$ cat src/include/fbp_pkg.sv
// constants and types for the flash block protect unit
// ==========================================================
package fbp_pkg;
    localparam int unsigned ADDR_W = 16;
    localparam int unsigned REG_W = 8;
    localparam int unsigned APB_AW = 18;
    localparam int unsigned WORD_LSB = 2;
    localparam int unsigned STRB_LANE = 0;
    // the register location counts words; the bus byte address is four times it
    localparam logic [APB_AW-WORD_LSB-1:0] FLASH_PROTECT_START_IDX = 16'hfe09;
    localparam logic [APB_AW-1:0] FLASH_PROTECT_START_BYTE = 18'h3_f824;
    localparam logic [REG_W-1:0] PROTECT_START_RESET = 8'h00;
    localparam logic [REG_W-1:0] PROTECT_START_ALL = 8'h00;
    localparam logic [REG_W-1:0] PROTECT_START_OPEN = 8'hff;
    localparam logic [ADDR_W-1:0] TOP_ADDR = 16'hffff;
    localparam logic [ADDR_W-1:0] ADDR_ZERO = 16'h0000;
    localparam logic [ADDR_W-1:0] ONE_ADDR = 16'h0001;
    localparam int unsigned CMP_HI = 15;
    localparam int unsigned CMP_LO = 9;
    localparam int unsigned REG_HI = 7;
    localparam int unsigned REG_LO = 1;
    localparam int unsigned LOW_ZERO_W = 9;
    localparam logic [LOW_ZERO_W-1:0] LOW_ZERO = 9'h000;
    localparam logic [31:0] RDATA_ZERO = 32'h0000_0000;
endpackage : fbp_pkg

$ cat src/include/fbp_cmp_if.sv
// carrier between the register unit and the compare unit
`timescale 1ns/1ps
interface fbp_cmp_if;
    logic [7:0] protect_start_bits;
    logic [15:0] target_addr;
    logic hit;
    modport ctl (output protect_start_bits, output target_addr, input hit);
    modport cmp (input protect_start_bits, input target_addr, output hit);
endinterface : fbp_cmp_if

$ cat src/verilog/fbp_cmp.sv
// address compare for the protected region
`timescale 1ns/1ps
module fbp_cmp (
    fbp_cmp_if.cmp c
);
    logic [15:0] start_addr;
    always_comb begin
        start_addr = {c.protect_start_bits[fbp_pkg::REG_HI:fbp_pkg::REG_LO], fbp_pkg::LOW_ZERO};
        if (c.protect_start_bits == fbp_pkg::PROTECT_START_OPEN) begin
            c.hit = 1'b0;
        end else begin
            // start to top inclusive; all zeros gives start 0 and covers everything
            c.hit = c.target_addr[fbp_pkg::CMP_HI:fbp_pkg::CMP_LO] >= start_addr[fbp_pkg::CMP_HI:fbp_pkg::CMP_LO];
        end
    end
endmodule : fbp_cmp

$ cat src/verilog/fbp_top.sv
// flash block protect unit: apb register and high voltage gate
`timescale 1ns/1ps
module fbp_top #(
    parameter int unsigned ADDR_W = 16,
    parameter int unsigned REG_W = 8,
    parameter int unsigned DATA_W = 32,
    parameter int unsigned APB_AW = 18
) (
    input wire logic pclk,
    input wire logic presetn,
    input wire logic clk_en,
    input wire logic psel,
    input wire logic penable,
    input wire logic pwrite,
    input wire logic [APB_AW-1:0] paddr,
    input wire logic [DATA_W-1:0] pwdata,
    input wire logic [DATA_W/8-1:0] pstrb,
    output logic [DATA_W-1:0] prdata,
    output logic pready,
    output logic pslverr,
    input wire logic [ADDR_W-1:0] target_addr,
    input wire logic high_voltage_enable_req,
    output logic high_voltage_enable,
    output logic protect_hit,
    output logic [REG_W-1:0] flash_protect_start
);
    // ==========================================================
    // local signals
    fbp_cmp_if cif ();
    wire logic [REG_W-1:0] start_r;
    logic setup_w;
    logic access_w;
    logic sel_reg;
    logic wr_take;
    logic rd_sel;
    logic hit_w;
    logic open_w;
    logic [ADDR_W-1:0] start_addr_w;
    logic [ADDR_W-1:0] below_addr_w;
    typedef enum {bus_idle, bus_answer} fbp_bus_state_t;
    fbp_bus_state_t state_r;
    fbp_bus_state_t state_nxt;

    // ==========================================================
    // bus decode
    assign setup_w = psel && !penable;
    // the write lands only on the edge where the master sees pready, never on the setup edge
    assign access_w = psel && penable && pready;
    assign sel_reg = (paddr[APB_AW-1:fbp_pkg::WORD_LSB] == fbp_pkg::FLASH_PROTECT_START_IDX);
    // a write with the low byte lane off is ignored but still answered
    assign wr_take = clk_en && access_w && pwrite && sel_reg && pstrb[fbp_pkg::STRB_LANE];
    assign rd_sel = !pwrite && sel_reg;

    // ==========================================================
    // bus state
    // no wait state: a setup cycle always leads to exactly one answer cycle
    always_comb begin
        state_nxt = state_r;
        case (state_r)
            bus_idle: begin
                if (setup_w) begin
                    state_nxt = bus_answer;
                end
            end
            bus_answer: begin
                // the access edge ends the transfer; a new setup only follows it
                state_nxt = setup_w ? bus_answer : bus_idle;
            end
            default: begin
                state_nxt = bus_idle;
            end
        endcase
    end

    always_ff @(posedge pclk or negedge presetn) begin
        if (!presetn) begin
            state_r <= bus_idle;
        end else if (clk_en) begin
            state_r <= state_nxt;
        end
    end

    // ==========================================================
    // bus answer
    // pready stands for the access cycle only
    always_ff @(posedge pclk or negedge presetn) begin
        if (!presetn) begin
            pready <= 1'b0;
        end else if (clk_en) begin
            pready <= (state_nxt == bus_answer);
        end
    end

    // an unmapped word is refused with an error and leaves every register alone
    always_ff @(posedge pclk or negedge presetn) begin
        if (!presetn) begin
            pslverr <= 1'b0;
        end else if (clk_en) begin
            pslverr <= setup_w && !sel_reg;
        end
    end

    // read data is captured at setup so it stands through the whole access cycle
    always_ff @(posedge pclk or negedge presetn) begin
        if (!presetn) begin
            prdata <= fbp_pkg::RDATA_ZERO;
        end else if (clk_en && setup_w) begin
            prdata <= rd_sel ? DATA_W'(start_r) : fbp_pkg::RDATA_ZERO;
        end
    end

    // ==========================================================
    // protect register
    // reset value protects the whole array until software opens part of it
    for (genvar gi = 0; gi < REG_W; gi++) begin : g_bit
        logic bit_r;
        always_ff @(posedge pclk or negedge presetn) begin
            if (!presetn) begin
                bit_r <= fbp_pkg::PROTECT_START_RESET[gi];
            end else if (wr_take) begin
                bit_r <= pwdata[gi];
            end
        end
        assign start_r[gi] = bit_r;
    end

    // ==========================================================
    // protection compare
    assign cif.protect_start_bits = start_r;
    assign cif.target_addr = target_addr;
    assign hit_w = cif.hit;
    fbp_cmp u_cmp (
        .c(cif.cmp)
    );

    // helpers for the checks below, not used by the gate
    assign open_w = (start_r == fbp_pkg::PROTECT_START_OPEN);
    assign start_addr_w = {start_r[fbp_pkg::REG_HI:fbp_pkg::REG_LO], fbp_pkg::LOW_ZERO};
    assign below_addr_w = start_addr_w - fbp_pkg::ONE_ADDR;

    // ==========================================================
    // high voltage gate
    // the gate costs one cycle of latency so the output is a clean flop
    always_ff @(posedge pclk or negedge presetn) begin
        if (!presetn) begin
            high_voltage_enable <= 1'b0;
        end else if (clk_en) begin
            high_voltage_enable <= high_voltage_enable_req && !hit_w;
        end
    end

    always_ff @(posedge pclk or negedge presetn) begin
        if (!presetn) begin
            protect_hit <= 1'b0;
        end else if (clk_en) begin
            protect_hit <= hit_w;
        end
    end

    // visible copy of the register for the program/erase controller
    always_ff @(posedge pclk or negedge presetn) begin
        if (!presetn) begin
            flash_protect_start <= fbp_pkg::PROTECT_START_RESET;
        end else if (clk_en) begin
            flash_protect_start <= start_r;
        end
    end

    // ==========================================================
    // checks
    // the region checks use the live register start_r and the live target address; the copy, write and AST_HV_BLOCKED checks compare against $past values

    // a protected target never leaves the gate high
    AST_HV_BLOCKED: assert property (@(posedge pclk) disable iff (!presetn)
        ($past(clk_en) && $past(hit_w)) |-> !high_voltage_enable)
        else $error("hv set in protected region");

    // an open target passes the request through
    AST_HV_PASS: assert property (@(posedge pclk) disable iff (!presetn)
        (clk_en && !hit_w && high_voltage_enable_req) |=> high_voltage_enable)
        else $error("hv request lost in open region");

    // no request, no high voltage
    AST_HV_NO_REQ: assert property (@(posedge pclk) disable iff (!presetn)
        (clk_en && !high_voltage_enable_req) |=> !high_voltage_enable)
        else $error("hv set without request");

    // the top address is never opened while any region exists
    AST_TOP_HV: assert property (@(posedge pclk) disable iff (!presetn)
        (clk_en && !open_w && target_addr == fbp_pkg::TOP_ADDR) |=> !high_voltage_enable)
        else $error("hv set at top address");

    // the word just below the start stays programmable
    AST_BELOW_HV: assert property (@(posedge pclk) disable iff (!presetn)
        (clk_en && high_voltage_enable_req && !open_w && start_addr_w != fbp_pkg::ADDR_ZERO
            && target_addr == below_addr_w) |=> high_voltage_enable)
        else $error("hv blocked below start");

    // all zeros protects everything
    AST_ZERO_ALL: assert property (@(posedge pclk) disable iff (!presetn)
        (clk_en && start_r == fbp_pkg::PROTECT_START_ALL) |=> protect_hit)
        else $error("zero register did not protect");

    // all zeros: the compare itself must flag every address
    AST_ZERO_HIT: assert property (@(posedge pclk) disable iff (!presetn)
        (start_r == fbp_pkg::PROTECT_START_ALL) |-> hit_w)
        else $error("zero register compare open");

    // all ones opens everything
    AST_ONES_OPEN: assert property (@(posedge pclk) disable iff (!presetn)
        (clk_en && open_w && high_voltage_enable_req) |=> high_voltage_enable)
        else $error("all ones register blocked hv");

    // all ones: the compare never flags
    AST_ONES_NO_HIT: assert property (@(posedge pclk) disable iff (!presetn)
        open_w |-> !hit_w)
        else $error("all ones register flagged hit");

    // the region always reaches the top address
    AST_TOP_HIT: assert property (@(posedge pclk) disable iff (!presetn)
        (!open_w && target_addr == fbp_pkg::TOP_ADDR) |-> hit_w)
        else $error("top address not protected");

    // the start address itself is inside the region
    AST_START_HIT: assert property (@(posedge pclk) disable iff (!presetn)
        (!open_w && target_addr == start_addr_w) |-> hit_w)
        else $error("start address not protected");

    // the hit output follows the compare by one cycle
    AST_HIT_COPY: assert property (@(posedge pclk) disable iff (!presetn)
        clk_en |=> (protect_hit == $past(hit_w)))
        else $error("hit output wrong");

    // register bits map onto the upper address bits
    AST_START_MAP: assert property (@(posedge pclk) disable iff (!presetn)
        (!open_w) |-> (hit_w == (target_addr[fbp_pkg::CMP_HI:fbp_pkg::CMP_LO]
            >= start_r[fbp_pkg::REG_HI:fbp_pkg::REG_LO])))
        else $error("start compare wrong");

    // below the start is open
    AST_BELOW_OPEN: assert property (@(posedge pclk) disable iff (!presetn)
        (!open_w && start_addr_w != fbp_pkg::ADDR_ZERO && target_addr == below_addr_w) |-> !hit_w)
        else $error("address below start protected");

    // a taken write lands at the access edge
    AST_WRITE: assert property (@(posedge pclk) disable iff (!presetn)
        wr_take |=> (start_r == $past(pwdata[REG_W-1:0])))
        else $error("register write lost");

    // nothing else moves the register
    AST_HOLD: assert property (@(posedge pclk) disable iff (!presetn)
        (!wr_take) |=> $stable(start_r))
        else $error("register changed without write");

    // the setup edge alone never writes
    AST_SETUP_NO_WRITE: assert property (@(posedge pclk) disable iff (!presetn)
        (clk_en && setup_w) |=> $stable(start_r))
        else $error("write on setup edge");

    // a refused access leaves the register alone
    AST_NO_WRITE_ON_ERR: assert property (@(posedge pclk) disable iff (!presetn)
        (clk_en && access_w && !sel_reg) |=> $stable(start_r))
        else $error("unmapped write changed register");

    // low lane off: the write is ignored
    AST_STROBE_OFF: assert property (@(posedge pclk) disable iff (!presetn)
        (clk_en && access_w && pwrite && sel_reg && !pstrb[fbp_pkg::STRB_LANE]) |=> $stable(start_r))
        else $error("strobe ignored");

    // a read answers with the register in the next cycle
    AST_READ: assert property (@(posedge pclk) disable iff (!presetn)
        (clk_en && setup_w && rd_sel) |=> (pready && prdata == DATA_W'(start_r)))
        else $error("register read wrong");

    // writes and unmapped reads return zero
    AST_WRITE_RDATA: assert property (@(posedge pclk) disable iff (!presetn)
        (clk_en && setup_w && !rd_sel) |=> (prdata == fbp_pkg::RDATA_ZERO))
        else $error("read data not zero");

    // the upper data bits are always zero
    AST_RDATA_HIGH: assert property (@(posedge pclk) disable iff (!presetn)
        pready |-> ((prdata >> REG_W) == fbp_pkg::RDATA_ZERO))
        else $error("upper read data not zero");

    // pready stands for one cycle
    AST_READY_PULSE: assert property (@(posedge pclk) disable iff (!presetn)
        (pready && clk_en) |=> !pready)
        else $error("pready longer than one cycle");

    // the error only comes with the answer
    AST_ERR_WITH_READY: assert property (@(posedge pclk) disable iff (!presetn)
        pslverr |-> pready)
        else $error("pslverr without pready");

    // an unmapped setup is answered with an error
    AST_UNMAPPED_ERR: assert property (@(posedge pclk) disable iff (!presetn)
        (clk_en && setup_w && !sel_reg) |=> (pready && pslverr))
        else $error("unmapped access not refused");

    // a low enable freezes every state
    AST_FREEZE: assert property (@(posedge pclk) disable iff (!presetn)
        (!clk_en) |=> ($stable(start_r) && $stable(pready) && $stable(prdata) && $stable(high_voltage_enable)))
        else $error("state moved while frozen");

    // the visible copy follows the register by one cycle
    AST_COPY_OUT: assert property (@(posedge pclk) disable iff (!presetn)
        clk_en |=> (flash_protect_start == $past(start_r)))
        else $error("register copy wrong");
endmodule : fbp_top

$ cat config.mk
export PLATFORM = sky130hd
export DESIGN_NAME = fbp_top
export DESIGN_NICKNAME = d
export VERILOG_FILES = /design/src/include/fbp_pkg.sv /design/src/include/fbp_cmp_if.sv /design/src/verilog/fbp_cmp.sv /design/src/verilog/fbp_top.sv
export SDC_FILE = /design/constraint.sdc
export NUM_CORES = 1
export LEC_CHECK = 0
export BUFFER_PORTS_ARGS = -buffer_cell sky130_fd_sc_hd__buf_2
export CAP_MARGIN = 20
export CORE_UTILIZATION = 30
export DETAILED_ROUTE_END_ITERATION = 10
export PLACE_DENSITY = 0.61
export REMOVE_ABC_BUFFERS = 1
export SYNTH_ARGS = -nofsm -noshare
export SYNTH_HDL_FRONTEND = slang
export SYNTH_SLANG_ARGS = --single-unit
$ cat constraint.sdc
create_clock -name pclk -period 1.8 [get_ports pclk]
set_clock_uncertainty 0.1 [all_clocks]
set_input_delay 0 -clock pclk [delete_from_list [all_inputs] [get_ports pclk]]
set_output_delay 0 -clock pclk [all_outputs]
set_load 0.02 [all_outputs]
==> key figures <==
Layout
  • Net count, final: roughly 370
  • Area delta synth->final: 27.66%
  • Post-route cell area: 3263 um^2
  • Fin util: 0.3971
  • Number of antenna diodes: 0
  • Layout cell share with drive strength beyond 1: 0.3519

Synthesis
  • FF+latch count, synth: 59
  • Most frequent cell after synthesis: dfrtp_1
  • Synth Cell Area: 2556 um^2
  • Mapped Cells: 201
  • Largest cells by area after synthesis: dfrtp_1 58%, nor2b_1 7.8%, buf_4 7.3%
  • Async SR Flop Fraction: 1.000
  • Sequential share of the synthesized area: 0.5776
  • Post-Syn Area per Cell: ~13 um^2
  • Ys Warns: 0
  • Synth area leader: dfrtp_1
  • Top cell type's share of synthesized area: 0.5776
  • Ys flop type: dfrtp_1
  • Synth cell count leaders: 59 x dfrtp_1, 32 x nor2b_1, 25 x buf_4
  • Post-synth cell types: 31
  • EDFF count, synth: 0

Clock network
  • H-tree levels: 3
  • Total CTS buffers: 9
  • Clock-pin slew on the worst setup and hold paths: 70 ps
  • Worst-skew pair later-pin latency: about 330 ps
  • CTS tree: built
  • Longest Clk Path Bufs: 2
  • CTS Root Cell: clkbuf_8
  • CTS Sinks: 59

Placed design
  • Final GP Congestion: 0.7210
  • Port-buffer cells: 58
  • Hpwl dp: 3310 um
  • DP Area: 2922 um^2

Global route
  • Largest net degree at the start of global routing: 60
  • Vias in the first global route: around 1700
  • First-pass GRT wire length: 8148 um
  • Gr usage total: 0.1252
  • Antenna violations before repair: 0
  • Grt ovf: 0

Flow run
  • Max-Cap Viols: 0

Die
  • Die ar.: 8893 um^2
  • Starting Density: 0.3111
  • Die extent in y: 94.31 um
  • Top Ports: approximately 120
  • Core Area: 8217 um^2
  • Die X: 94.31 um
  • # rows: 33

Worst setup path
  • Nature of the critical path startpoint: flop
  • Critical Path AT: 1800 ps
  • R2r setup slk: about 110 ps
  • CP Class: reg2reg
  • Critical path capture point type: flop
  • Required @ worst endpoint: 1920 ps
  • Worst Path Max Fanout: 2

Worst hold path
  • Hold Crit Class: in2reg

Timing
  • Setup TNS: 0 ps
  • Final Hold Vio Count: 0
  • Tcrit/Tclk final: 0.9362
  • Relative slew margins: 0.5081
  • Final setup violation count: 0
  • Period minus WS final: 1685 ps
  • Fmax: 0.5934 GHz
  • RSZ-0062 raised after global routing: false
  • Max-slew violation count: 0
  • Actual slew at the worst max-slew pin: 737.8 ps

Drt
  • Vias per Instance: around 4.3
  • Final wirelength: between 4000 and 5000 um
  • Routed Antenna Nets: 0
  • # DRC: 0
  • Post-DR wirelength/cell: 12.62 um
  • DRT Pass-1 Iters: 4
  • Vias after detailed routing: 1704
  • Initial DRC Count: between 50 and 60

Pwr
  • Peak VDD IR: 560.0 uV
  • Lkg Pwr: 1.740 nW
  • Total power: 2.885 mW
  • Pwr per Cell Area: 884.1 nW/um^2

Run status
  • Outcome: finished, final reports clean
[metrics by stage]
stage / std cells / setup WS (ps) / hold WS (ps)
6_report: 392 / 114.9 / 77.46
5_1_grt: 392 / 5.678 / 56.63
4_1_cts: 392 / 47.74 / 56.83
3_5_place_dp: 365 / 57.48 / 91.82
3_3_place_gp: 365 / 90.39 / 83.97
2_1_floorplan: 193 / 165.2 / -395.6
[area by class of cell]
cell class                 instances  area [um^2]
sequential                        59         1476
tap                              105        131.4
timing repair buffer              78        467.9
multi-input combinational        126        930.9
clock buffer                      11        151.4
clock inverter                     5        75.07
fill                             793         4954
inverter                           8        30.03
[registers in the layout, indices dropped and copies added (netlist names)]
signal,cells
pready,1
prdata,8
flash_protect_start,8
pslverr,1
g_bit.bit_r,8
state_r,31
high_voltage_enable,1
protect_hit,1
[layer usage]
layer / global-route usage / part of all wire
met5: 0 / 0
met4: 0.05769 / 0.015
met3: 0.05663 / 0.070
met2: 0.1769 / 0.42
met1: 0.1624 / 0.49
[timing repair]
| item | CTS | global route |
|---|---|---|
| endpoints found under the hold margin | 69 | 0 |
| endpoints found under the setup margin | 0 | 2 |
| hold buffers | 11 | 0 |
| setup buffers | 0 | 0 |
| gates resized for setup | 0 | 1 |
[worst paths after layout]
kind / end / from / cells after the start
worst max register to register: protect_hit / g_bit[1].bit_r / 5
worst max-delay path: protect_hit / g_bit[1].bit_r / 5
max in group asynchronous: flash_protect_start[4] / presetn / 3
min in group asynchronous: g_bit[2].bit_r / presetn / 3
worst min register to register: flash_protect_start[3] / flash_protect_start[3] / 1
worst min-delay path: prdata[3] / pwrite / 4
[layout by cell type (no fill, tap or decap), drive strengths merged, types with 8 or more instances in the layout]
| cell type | instances |
|---|---|
| nor2b | 32 |
| mux2 | 17 |
| clkbuf | 11 |
| conb | 24 |
| buf | 67 |
| a22o | 8 |
| dfrtp | 59 |
| dlygate4sd3 | 11 |
| inv | 8 |
[cells by family (layout without fill, tap and decap cells)]
logic type,after synthesis,count (layout),synth area share
AO/OA/AOI/OAI,17,17,0.05188
adder cells (fa/ha/maj),7,7,0.03426
buffers and inverters,39,102,0.09398
flip-flops,59,59,0.5776
multiplexers,17,17,0.08664
other,1,24,0.001467
AND/OR/NAND/NOR,61,61,0.1542
[worst max-delay path, cell delays in order (launching register included)]
cell       delay (ps)
dfrtp_1           390
ha_1              260
nand2b_1          150
a211o_1           310
a211oi_2          270
o2bb2ai_1          90
[power breakdown]
part           switching [mW]  internal (mW)
Clock                   0.493          0.847
Sequential            0.00483           1.33
Combinational           0.132         0.0745
Note: power is estimated with default switching activity, not from simulation.
